<file path="src/hw/synth_cfg_params.svh">
// Register offsets, field positions, reset values and frame sizes
`ifndef SYNTH_CFG_PARAMS_SVH
`define SYNTH_CFG_PARAMS_SVH
// Serial frame: read flag, 7-bit address, 16-bit data
`define FRAME_BITS      5'd24
`define HEAD_LAST       5'd7
// Register offsets
`define OFS_MAIN_CTRL   7'h00
`define OFS_VCO_OVR     7'h08
`define OFS_REF_PATH    7'h09
`define OFS_REF_REF_MULTIPLIER    7'h0A
`define OFS_POST_DIV    7'h0B
`define OFS_PRE_DIV     7'h0C
`define OFS_PUMP_DET    7'h0D
`define OFS_AMP_VALUE   7'h13
// Reset values
`define RST_MAIN_CTRL   16'h001C
`define RST_VCO_OVR     16'h0000
`define RST_REF_PATH    16'h0200
`define RST_REF_REF_MULTIPLIER    16'h0080
`define RST_POST_DIV    16'h0010
`define RST_PRE_DIV     16'h0001
`define RST_PUMP_DET    16'h4000
`define RST_AMP_VALUE   16'h0960
// Field positions
`define BIT_FREQ_CAL_ENABLE     3
`define BIT_AMP_CAL_ENABLE     4
`define BIT_AMP_OVR     13
`define BIT_CAP_OVR     10
`define BIT_DOUBLER     11
`define BIT_REF_EN      9
`define REF_MULTIPLIER_MSB        11
`define REF_MULTIPLIER_LSB        7
`define POST_MSB        11
`define POST_LSB        4
`define PRE_MSB         11
`define PRE_LSB         0
`define BIT_PUMP_EN     14
`define DET_MSB         1
`define DET_LSB         0
`define AMPV_MSB        11
`define AMPV_LSB        3
`endif

</file>
<file path="src/hw/synth_cfg_pkg.sv">
// Types shared by the synthesizer configuration register bank
package synth_cfg_pkg;
  // Serial frame phase, one-hot
  typedef enum logic [2:0] {
    PH_IDLE = 3'b001,
    PH_HEAD = 3'b010,
    PH_DATA = 3'b100
  } frame_phase_e;
  typedef logic [15:0] reg_word_t;
  typedef logic [6:0]  reg_addr_t;
  // Serial port state
  typedef struct packed {
    logic         sck_q;
    frame_phase_e phase;
    logic [4:0]   cnt;
    reg_word_t    sh;
    logic         rd;
    reg_addr_t    addr;
    logic         load;
    reg_word_t    tx;
    logic         sdo;
    logic         wr_stb;
    reg_word_t    wr_data;
  } port_s;
  // Output control levels
  typedef struct packed {
    logic        amp_override;
    logic        amp_cal_run;
    logic [8:0]  amp_value;
    logic        cap_override;
    logic        fcal_enable;
    logic        fcal_start;
    logic        doubler;
    logic        ref_en;
    logic [4:0]  ref_multiplier;
    logic [7:0]  post_div;
    logic [11:0] pre_div;
    logic        pump_en;
    logic [1:0]  det_mode;
  } ctrl_s;
endpackage

</file>
<file path="src/hw/cfg_word_reg.sv">
// One 16-bit configuration word with its own reset value
`timescale 1ns/100ps
`default_nettype none
module cfg_word_reg
  import synth_cfg_pkg::*;
#(
  parameter reg_word_t RESET_VAL = 16'h0000
) (
  input  wire logic      i_clk,
  input  wire logic      i_reset,
  input  wire logic      i_wr_en,
  input  wire reg_word_t i_wr_data,
  output var  reg_word_t o_q
);
  // Held word
  reg_word_t q_r;
  reg_word_t q_nxt;

  // Keeps the word until the next write or reset
  always_comb
  begin
    q_nxt = q_r;
    if (i_wr_en)
    begin
      q_nxt = i_wr_data;
    end
  end

  // Register stage
  always_ff @(posedge i_clk)
  begin
    if (i_reset)
    begin
      q_r <= RESET_VAL;
    end
    else
    begin
      q_r <= q_nxt;
    end
  end

  assign o_q = q_r;
endmodule
`default_nettype wire

</file>
<file path="src/hw/serial_frame_port.sv">
// Serial programming port: 24-bit frames, write commit and readback
`timescale 1ns/100ps
`default_nettype none
module serial_frame_port
  import synth_cfg_pkg::*;
(
  input  wire logic      i_clk,
  input  wire logic      i_reset,
  input  wire logic      i_sck,
  input  wire logic      i_cs_n,
  input  wire logic      i_sdi,
  input  wire reg_word_t i_rd_data,
  output var  reg_addr_t o_addr,
  output var  logic      o_wr_stb,
  output var  reg_word_t o_wr_data,
  output var  logic      o_sdo
);
  `include "synth_cfg_params.svh"
  port_s s_r;
  port_s s_nxt;
  logic  rise;        // Serial clock rising edge
  logic  fall;        // Serial clock falling edge

  // Frame decoding; sck is sampled, so it must be well below i_clk/4
  always_comb
  begin
    s_nxt        = s_r;
    s_nxt.sck_q  = i_sck;
    s_nxt.wr_stb = 1'b0;
    s_nxt.load   = 1'b0;
    rise         = i_sck & ~s_r.sck_q;
    fall         = ~i_sck & s_r.sck_q;
    case (s_r.phase)
      PH_IDLE:
      begin
        s_nxt.cnt = 5'd0;
        s_nxt.sdo = 1'b0;
        if (!i_cs_n)
        begin
          s_nxt.phase = PH_HEAD;
        end
      end
      PH_HEAD:
      begin
        if (i_cs_n)
        begin
          s_nxt.phase = PH_IDLE;  // Short frame dropped
        end
        else if (rise)
        begin
          s_nxt.sh  = {s_r.sh[14:0], i_sdi};
          s_nxt.cnt = s_r.cnt + 5'd1;
          if (s_r.cnt == `HEAD_LAST)
          begin
            s_nxt.rd    = s_r.sh[6];
            s_nxt.addr  = {s_r.sh[5:0], i_sdi};
            s_nxt.load  = 1'b1;
            s_nxt.phase = PH_DATA;
          end
        end
      end
      PH_DATA:
      begin
        if (s_r.load)
        begin
          s_nxt.tx = i_rd_data;   // Snapshot for readback
        end
        if (i_cs_n)
        begin
          // Commit only complete write frames
          if (s_r.cnt == `FRAME_BITS && !s_r.rd)
          begin
            s_nxt.wr_stb  = 1'b1;
            s_nxt.wr_data = s_r.sh;
          end
          s_nxt.phase = PH_IDLE;
        end
        else
        begin
          // Bits past the 24th are ignored
          if (rise && s_r.cnt != `FRAME_BITS)
          begin
            s_nxt.sh  = {s_r.sh[14:0], i_sdi};
            s_nxt.cnt = s_r.cnt + 5'd1;
          end
          if (fall && s_r.rd)
          begin
            s_nxt.sdo = s_r.tx[15];
            s_nxt.tx  = {s_r.tx[14:0], 1'b0};
          end
        end
      end
      default:
      begin
        s_nxt.phase = PH_IDLE;
      end
    endcase
  end

  // Register stage
  always_ff @(posedge i_clk)
  begin
    if (i_reset)
    begin
      s_r       <= '0;
      s_r.phase <= PH_IDLE;
    end
    else
    begin
      s_r <= s_nxt;
    end
  end

  assign o_addr    = s_r.addr;
  assign o_wr_stb  = s_r.wr_stb;
  assign o_wr_data = s_r.wr_data;
  assign o_sdo     = s_r.sdo;
endmodule
`default_nettype wire

</file>
<file path="src/hw/synth_ref_path_vco_override_regs.sv">
// Synthesizer reference path, VCO override and charge pump register bank
// Notes on behaviour
// - Amplitude override bypasses automatic amplitude calibration
// - Cap-bank override skips frequency calibration
// - Doubler bit enables reference doubler, reset 0
// - Reference path enable bit, reset 1
// - Multiplier factor field; host keeps frequencies legal
// - Post-multiplier divider field, resets to 1
// - Pre-multiplier divider field, resets to 1
// - Pump enable bit drives the charge pump
// - Detector mode: 0 dual, 3 single
// - Writing frequency calibration bit launches calibration
// - Amplitude calibration enable bit
// - Amplitude value field, reset 300
`timescale 1ns/100ps
`default_nettype none
module synth_ref_path_vco_override_regs
  import synth_cfg_pkg::*;
(
  input  wire logic  i_clk,
  input  wire logic  i_reset,
  input  wire logic  i_sck,
  input  wire logic  i_cs_n,
  input  wire logic  i_sdi,
  output var  logic  o_sdo,
  output var  logic  o_vco_amp_override,
  output var  logic  o_amp_cal_run,
  output var  logic [8:0] o_vco_amp_value,
  output var  logic  o_cap_bank_override,
  output var  logic  o_freq_cal_enable,
  output var  logic  o_freq_cal_start,
  output var  logic  o_ref_doubler_enable,
  output var  logic  o_ref_path_enable,
  output var  logic [4:0] o_ref_multiplier,
  output var  logic [7:0] o_post_div,
  output var  logic [11:0] o_pre_div,
  output var  logic  o_pump_enable,
  output var  logic [1:0] o_detector_mode_sel
);
  `include "synth_cfg_params.svh"

  // Word indices into the bank
  localparam int NREG    = 8;
  localparam int IX_MAIN = 0;
  localparam int IX_VCO  = 1;
  localparam int IX_REF  = 2;
  localparam int IX_REF_MULTIPLIER = 3;
  localparam int IX_POST = 4;
  localparam int IX_PRE  = 5;
  localparam int IX_PUMP = 6;
  localparam int IX_AMP  = 7;
  // Offsets and reset words, in index order
  localparam reg_addr_t OFS [NREG] = '{`OFS_MAIN_CTRL, `OFS_VCO_OVR,
    `OFS_REF_PATH, `OFS_REF_REF_MULTIPLIER, `OFS_POST_DIV, `OFS_PRE_DIV,
    `OFS_PUMP_DET, `OFS_AMP_VALUE};
  localparam reg_word_t RST [NREG] = '{`RST_MAIN_CTRL, `RST_VCO_OVR,
    `RST_REF_PATH, `RST_REF_REF_MULTIPLIER, `RST_POST_DIV, `RST_PRE_DIV,
    `RST_PUMP_DET, `RST_AMP_VALUE};
  // Output levels as they stand after reset
  localparam ctrl_s CTRL_RST = '{
    amp_override : RST[IX_VCO][`BIT_AMP_OVR],
    amp_cal_run  : RST[IX_MAIN][`BIT_AMP_CAL_ENABLE] & ~RST[IX_VCO][`BIT_AMP_OVR],
    amp_value    : RST[IX_AMP][`AMPV_MSB:`AMPV_LSB],
    cap_override : RST[IX_VCO][`BIT_CAP_OVR],
    fcal_enable  : RST[IX_MAIN][`BIT_FREQ_CAL_ENABLE],
    fcal_start   : 1'b0,
    doubler      : RST[IX_REF][`BIT_DOUBLER],
    ref_en       : RST[IX_REF][`BIT_REF_EN],
    ref_multiplier         : RST[IX_REF_MULTIPLIER][`REF_MULTIPLIER_MSB:`REF_MULTIPLIER_LSB],
    post_div     : RST[IX_POST][`POST_MSB:`POST_LSB],
    pre_div      : RST[IX_PRE][`PRE_MSB:`PRE_LSB],
    pump_en      : RST[IX_PUMP][`BIT_PUMP_EN],
    det_mode     : RST[IX_PUMP][`DET_MSB:`DET_LSB]
  };

  reg_addr_t addr;            // Frame address, live after header
  logic      wr_stb;          // One-cycle commit of a write frame
  reg_word_t wr_data;         // Committed data word
  reg_word_t rd_data;         // Readback word for current address
  reg_word_t q [NREG];        // Held register words
  ctrl_s     s_r;             // Output flops
  ctrl_s     s_nxt;

  // Serial programming port
  serial_frame_port u_port (
    .i_clk     (i_clk),
    .i_reset   (i_reset),
    .i_sck     (i_sck),
    .i_cs_n    (i_cs_n),
    .i_sdi     (i_sdi),
    .i_rd_data (rd_data),
    .o_addr    (addr),
    .o_wr_stb  (wr_stb),
    .o_wr_data (wr_data),
    .o_sdo     (o_sdo)
  );

  // One held word per offset
  for (genvar g = 0; g < NREG; g++)
  begin : g_word
    cfg_word_reg #(
      .RESET_VAL (RST[g])
    ) u_word (
      .i_clk     (i_clk),
      .i_reset   (i_reset),
      .i_wr_en   (wr_stb && addr == OFS[g]),
      .i_wr_data (wr_data),
      .o_q       (q[g])
    );
  end

  // Readback decode; unmapped offsets read as zero
  always_comb
  begin
    rd_data = '0;
    for (int i = 0; i < NREG; i++)
    begin
      if (addr == OFS[i])
      begin
        rd_data = q[i];
      end
    end
  end

  // Control levels derived from the held words
  always_comb
  begin
    s_nxt = s_r;
    // Override takes amplitude from the value field, not calibration
    s_nxt.amp_override = q[IX_VCO][`BIT_AMP_OVR];
    s_nxt.amp_cal_run  = q[IX_MAIN][`BIT_AMP_CAL_ENABLE]
                       & ~q[IX_VCO][`BIT_AMP_OVR];
    s_nxt.amp_value    = q[IX_AMP][`AMPV_MSB:`AMPV_LSB];
    s_nxt.cap_override = q[IX_VCO][`BIT_CAP_OVR];
    s_nxt.fcal_enable  = q[IX_MAIN][`BIT_FREQ_CAL_ENABLE];
    // Launch only on a write of 1 and never under cap-bank override
    s_nxt.fcal_start   = wr_stb && addr == `OFS_MAIN_CTRL
                       && wr_data[`BIT_FREQ_CAL_ENABLE]
                       && !q[IX_VCO][`BIT_CAP_OVR];
    s_nxt.doubler      = q[IX_REF][`BIT_DOUBLER];
    s_nxt.ref_en       = q[IX_REF][`BIT_REF_EN];
    // Range of the product is the host's concern
    s_nxt.ref_multiplier         = q[IX_REF_MULTIPLIER][`REF_MULTIPLIER_MSB:`REF_MULTIPLIER_LSB];
    s_nxt.post_div     = q[IX_POST][`POST_MSB:`POST_LSB];
    s_nxt.pre_div      = q[IX_PRE][`PRE_MSB:`PRE_LSB];
    s_nxt.pump_en      = q[IX_PUMP][`BIT_PUMP_EN];
    s_nxt.det_mode     = q[IX_PUMP][`DET_MSB:`DET_LSB];
  end

  // Output register stage
  always_ff @(posedge i_clk)
  begin
    if (i_reset)
    begin
      s_r <= CTRL_RST;
    end
    else
    begin
      s_r <= s_nxt;
    end
  end

  assign o_vco_amp_override   = s_r.amp_override;
  assign o_amp_cal_run        = s_r.amp_cal_run;
  assign o_vco_amp_value      = s_r.amp_value;
  assign o_cap_bank_override  = s_r.cap_override;
  assign o_freq_cal_enable    = s_r.fcal_enable;
  assign o_freq_cal_start     = s_r.fcal_start;
  assign o_ref_doubler_enable = s_r.doubler;
  assign o_ref_path_enable    = s_r.ref_en;
  assign o_ref_multiplier     = s_r.ref_multiplier;
  assign o_post_div           = s_r.post_div;
  assign o_pre_div            = s_r.pre_div;
  assign o_pump_enable        = s_r.pump_en;
  assign o_detector_mode_sel  = s_r.det_mode;
endmodule
`default_nettype wire

</file>
<file path="config.mk">
export PLATFORM = sky130hd
export DESIGN_NAME = synth_ref_path_vco_override_regs
export DESIGN_NICKNAME = d
export VERILOG_FILES = /design/src/hw/synth_cfg_pkg.sv /design/src/hw/cfg_word_reg.sv /design/src/hw/serial_frame_port.sv /design/src/hw/synth_ref_path_vco_override_regs.sv
export VERILOG_INCLUDE_DIRS = /design/src /design/src/hw
export SDC_FILE = /design/constraint.sdc
export NUM_CORES = 1
export LEC_CHECK = 0
export BUFFER_PORTS_ARGS = -buffer_cell sky130_fd_sc_hd__buf_2
export CAP_MARGIN = 0
export CORE_ASPECT_RATIO = 1.5
export CORE_MARGIN = 2
export CORE_UTILIZATION = 50
export DETAILED_ROUTE_END_ITERATION = 7
export HOLD_SLACK_MARGIN = 0.02
export PLACE_DENSITY = 0.74
export SETUP_SLACK_MARGIN = 0.3
export SYNTH_ARGS = -nofsm -noshare
export SYNTH_HDL_FRONTEND = slang
export SYNTH_HIERARCHICAL = 1
export SYNTH_SLANG_ARGS = --single-unit
</file>
<file path="constraint.sdc">
create_clock -name i_clk -period 3 [get_ports i_clk]
set_clock_uncertainty 0.1 [all_clocks]
set_input_delay 0.6 -clock i_clk [delete_from_list [all_inputs] [get_ports i_clk]]
set_output_delay 0.6 -clock i_clk [all_outputs]
set_load 0.01 [all_outputs]
</file>
==> summary.md <==
| Metric | Value |
|---|---|
| Post-Syn Area | `~10000 µm²` |
| Antenna Nets Post-Route | `0` |
| Post-synth top area share | `about 47%` |
| Critical Path Source Type | `flop` |
| Reg2reg setup slack | `about 0.45 ns` |
| Largest net degree at the start of global routing | `a little over 80` |
| Initial core utilization | `about half` |
| Post-Syn Nets | `approximately 1000` |
| Placed cell areas | `between 10000 and 15000 µm²` |
| Hpwl dp | `about 17 mm` |
| Largest stage delay on the critical path | `approximately 0.7 ns` |
| Worst Path Max Fanout | `18` |
| Initial drt markers | `450` |
| First-pass GRT wire length | `38.4 mm` |
| Critical path class | `reg2reg` |
| Clock Latency Late Sink | `0.50 ns` |
| Count leader, synth | `dfxtp_1` |
| Top FF cell, synth | `dfxtp_1` |
| RSZ-0062 raised after global routing | `false` |
| DR WL/cell | `18.4 µm` |
| Cell Rows | `63` |
| Ys Warns | `6` |
| CTS tree | `yes` |
| Fmax | `393 MHz` |
| GRT Residual Overflow | `0` |
| Synth Instances | `roughly 1000` |
| Outcome | `complete, no violations` |
| Height of the chip | `~180 µm` |
| Reg clk slew, reported paths | `around 0.060 ns` |
| Drt first pass iters | `5` |
| CTS Buffer Depth | `3` |
| Pwr dens | `between 500 and 600 nW/µm²` |
| Sink Count | `240` |
| Area leader, netlist | `dfxtp_1` |
| Drt via density | `approximately 5.6` |
| Crit path buffers/inverters | `0` |
| Critical path data arrival time | `~2.9 ns` |
| Via count | `7430` |
| Seq/Total Area, Yosys | `47.4%` |
| CTS HTree Levels | `1` |
| Share of layout cells above drive strength 1 | `16.2%` |
| Min-Delay Path Depth | `2` |
| Vias in the first global route | `7179` |
| Hold Path Sink | `u_port/s_r[66]` |
| Period minus WS final | `roughly 2.5 ns` |
| FF+latch count, synth | `240` |
| Die Area | `between 20000 and 25000 µm²` |
| Maximum vdd ir drop | `0.398 mV` |
| IO Count | `50` |
| Worst r2r path cells | `8` |
| Synth cell count leaders | `dfxtp_1 (240), nor2_1 (183), mux2i_1 (154)` |
| CP endpoint kind | `flop` |
| Die W | `around 120 µm` |
| Final hold violations | `0` |
| Tot GR Track Use | `between 20% and 30%` |
| Met2 usage in global routing | `39.2%` |
| Fin Setup TNS | `0 ns` |
| Syn avg cell area | `approximately 9.8 µm²` |
| Max cap viols | `0` |
| Post-route core utilization | `56.2%` |
| Distinct cell type count after synthesis | `65` |
| CTS Root Cell | `clkbuf_16` |
| DRC viols | `0` |
| Met1 usage | `approximately 26%` |
| Hold_sp | `i_cs_n` |
| Post-CTS Hold Fix Bufs | `0` |
| Fillers | `between 1500 and 2000` |
| Final Slew Violations | `0` |
| NumNets Final | `1053` |
| Port bufs | `between 40 and 50` |
| Worst slew pin tran | `0.746 ns` |
| Initial antenna violation count | `0` |
| Worst R2R End | `u_port/s_r[20]` |
| Hold Crit Class | `in2reg` |
| Syn-to-layout area delta | `10.2%` |
| Post-synth EDFFs | `0` |
| DRT Wirelength | `~24 mm` |
| Setup violators final | `0` |
| Top delay family on crit path | `simple AND/OR/NAND/NOR gates` |
| Ys async rst share | `0%` |
| Period utilization | `approximately 85%` |
| Number of diodes | `0` |
| Synth area leaders | `dfxtp_1 (47%), mux2i_1 (15%), nor2_1 (6.8%)` |
| Sequence of cells on the critical path | `or3_2 -> nor4_4 -> nor2_2 -> o221ai_1 -> o221a_2 -> nand3b_1 -> o21ai_0 -> a211oi_1` |
| Routability Congestion | `0.982` |
| Post-route cell area | `approximately 11000 µm²` |
| RR Startpoint | `u_port/o_addr[5]` |
| CORE AREA | `19900 µm²` |
| Worst EP required | `approximately 3.3 ns` |
| CTS buffer count | `23` |
| Slowest-stage cell, CP | `or3_2` |
| GRT busiest layer | `met2` |
| Leakage | `3.83 nW` |
| Grt met3 use | `under 10%` |
| Slew headroom | `~50%` |
## layer usage
metal / vias to the layer above / wire (µm)
met3: 79 / 1070
met1: 3536 / 9720
met5: - / 0
met4: 0 / 1700
met2: 214 / 11800
li1: 3601 / -
## sequential cells by signal, indices dropped and copies added (netlist names), 2 cells and up
signal               cells
o_post_div               8
o_pre_div               12
o_ref_multiplier         5
u_port/s_r              43
o_vco_amp_value          9
u_port/o_addr            7
o_detector_mode_sel      2
u_port/o_wr_data        16
g_word.u_word/o_q      128
## final cells by class
type	instances	area [µm²]	share of cell area [%]
flip-flops and latches	240	4800	43.0
well taps	260	325	2.91
multi-input cells	685	4640	41.6
repair buffers	87	574	5.14
inverters	9	33.8	0.303
clock inverters	10	141	1.27
clock buffers	31	646	5.78
## what timing repair did
action | 4_1_cts | 5_1_grt
setup endpoints to repair | 0 | 9
setup buffers | 0 | 0
resized for setup | 0 | 3
## layout by cell type (no fill, tap or decap), drive strengths merged, types with 2 or more instances in the layout
| cell type | count |
|---|---|
| bufinv | 3 |
| a21oi | 27 |
| o2bb2ai | 5 |
| clkbuf | 31 |
| o21a | 2 |
| nor4 | 5 |
| nand3b | 16 |
| mux2 | 16 |
| clkinvlp | 5 |
| nor2 | 184 |
| a211oi | 18 |
| or2 | 12 |
| or3 | 3 |
| a22oi | 4 |
| nand4 | 8 |
| a22o | 7 |
| nor3 | 12 |
| a2111oi | 3 |
| and3b | 2 |
| nand2b | 8 |
| o21ai | 32 |
| a31oi | 6 |
| nand4bb | 3 |
| mux2i | 154 |
| a221oi | 8 |
| a211o | 13 |
| nor2b | 49 |
| o221a | 4 |
| nand2 | 33 |
| nor3b | 5 |
| nand3 | 20 |
| inv | 10 |
| o32ai | 2 |
| dfxtp | 240 |
| o22ai | 2 |
| ha | 2 |
| buf | 87 |
| o221ai | 5 |
## kinds of logic after synthesis
kind of cell,share of synthesized area [%]
adder cells (fa/ha/maj),0.247
AND/OR/NAND/NOR,18.1
XOR/XNOR,0.0864
buffers and inverters,7.20
multiplexers,17.0
AO/OA/AOI/OAI,9.98
flip-flops,47.4
## worst max-delay path by stage
stage                     start                        to  slack (ns)  cells after the start
2_1_floorplan  u_port/o_addr[5]  g_word[0].u_word/o_q[10]        0.80                      9
3_3_place_gp   u_port/o_addr[5]  g_word[0].u_word/o_q[14]        0.52                      6
3_5_place_dp   u_port/o_addr[5]            u_port/s_r[28]        0.46                      8
4_1_cts        u_port/o_addr[5]            u_port/s_r[31]        0.46                      7
5_1_grt        u_port/o_addr[5]            u_port/s_r[32]        0.32                      8
6_report       u_port/o_addr[5]            u_port/s_r[20]        0.45                      8
## metrics by stage
step,hold slack [ns],setup slack (ns),std cells,total power [W]
CTS,0.246,0.460,1322,0.00632
global route,0.260,0.316,1322,0.00646
finish,0.259,0.454,1322,0.00626
global placement,0.343,0.521,1281,0.00335
floorplan,0.332,0.803,1034,0.00333
detailed placement,0.354,0.461,1281,0.00335
## where the power goes
group	switching [W]	internal [W]
Combinational	0.0000647	0.0000213
Clock	0.00121	0.00178
Sequential	0.00000555	0.00319
Note: power is estimated with default switching activity, not from simulation.
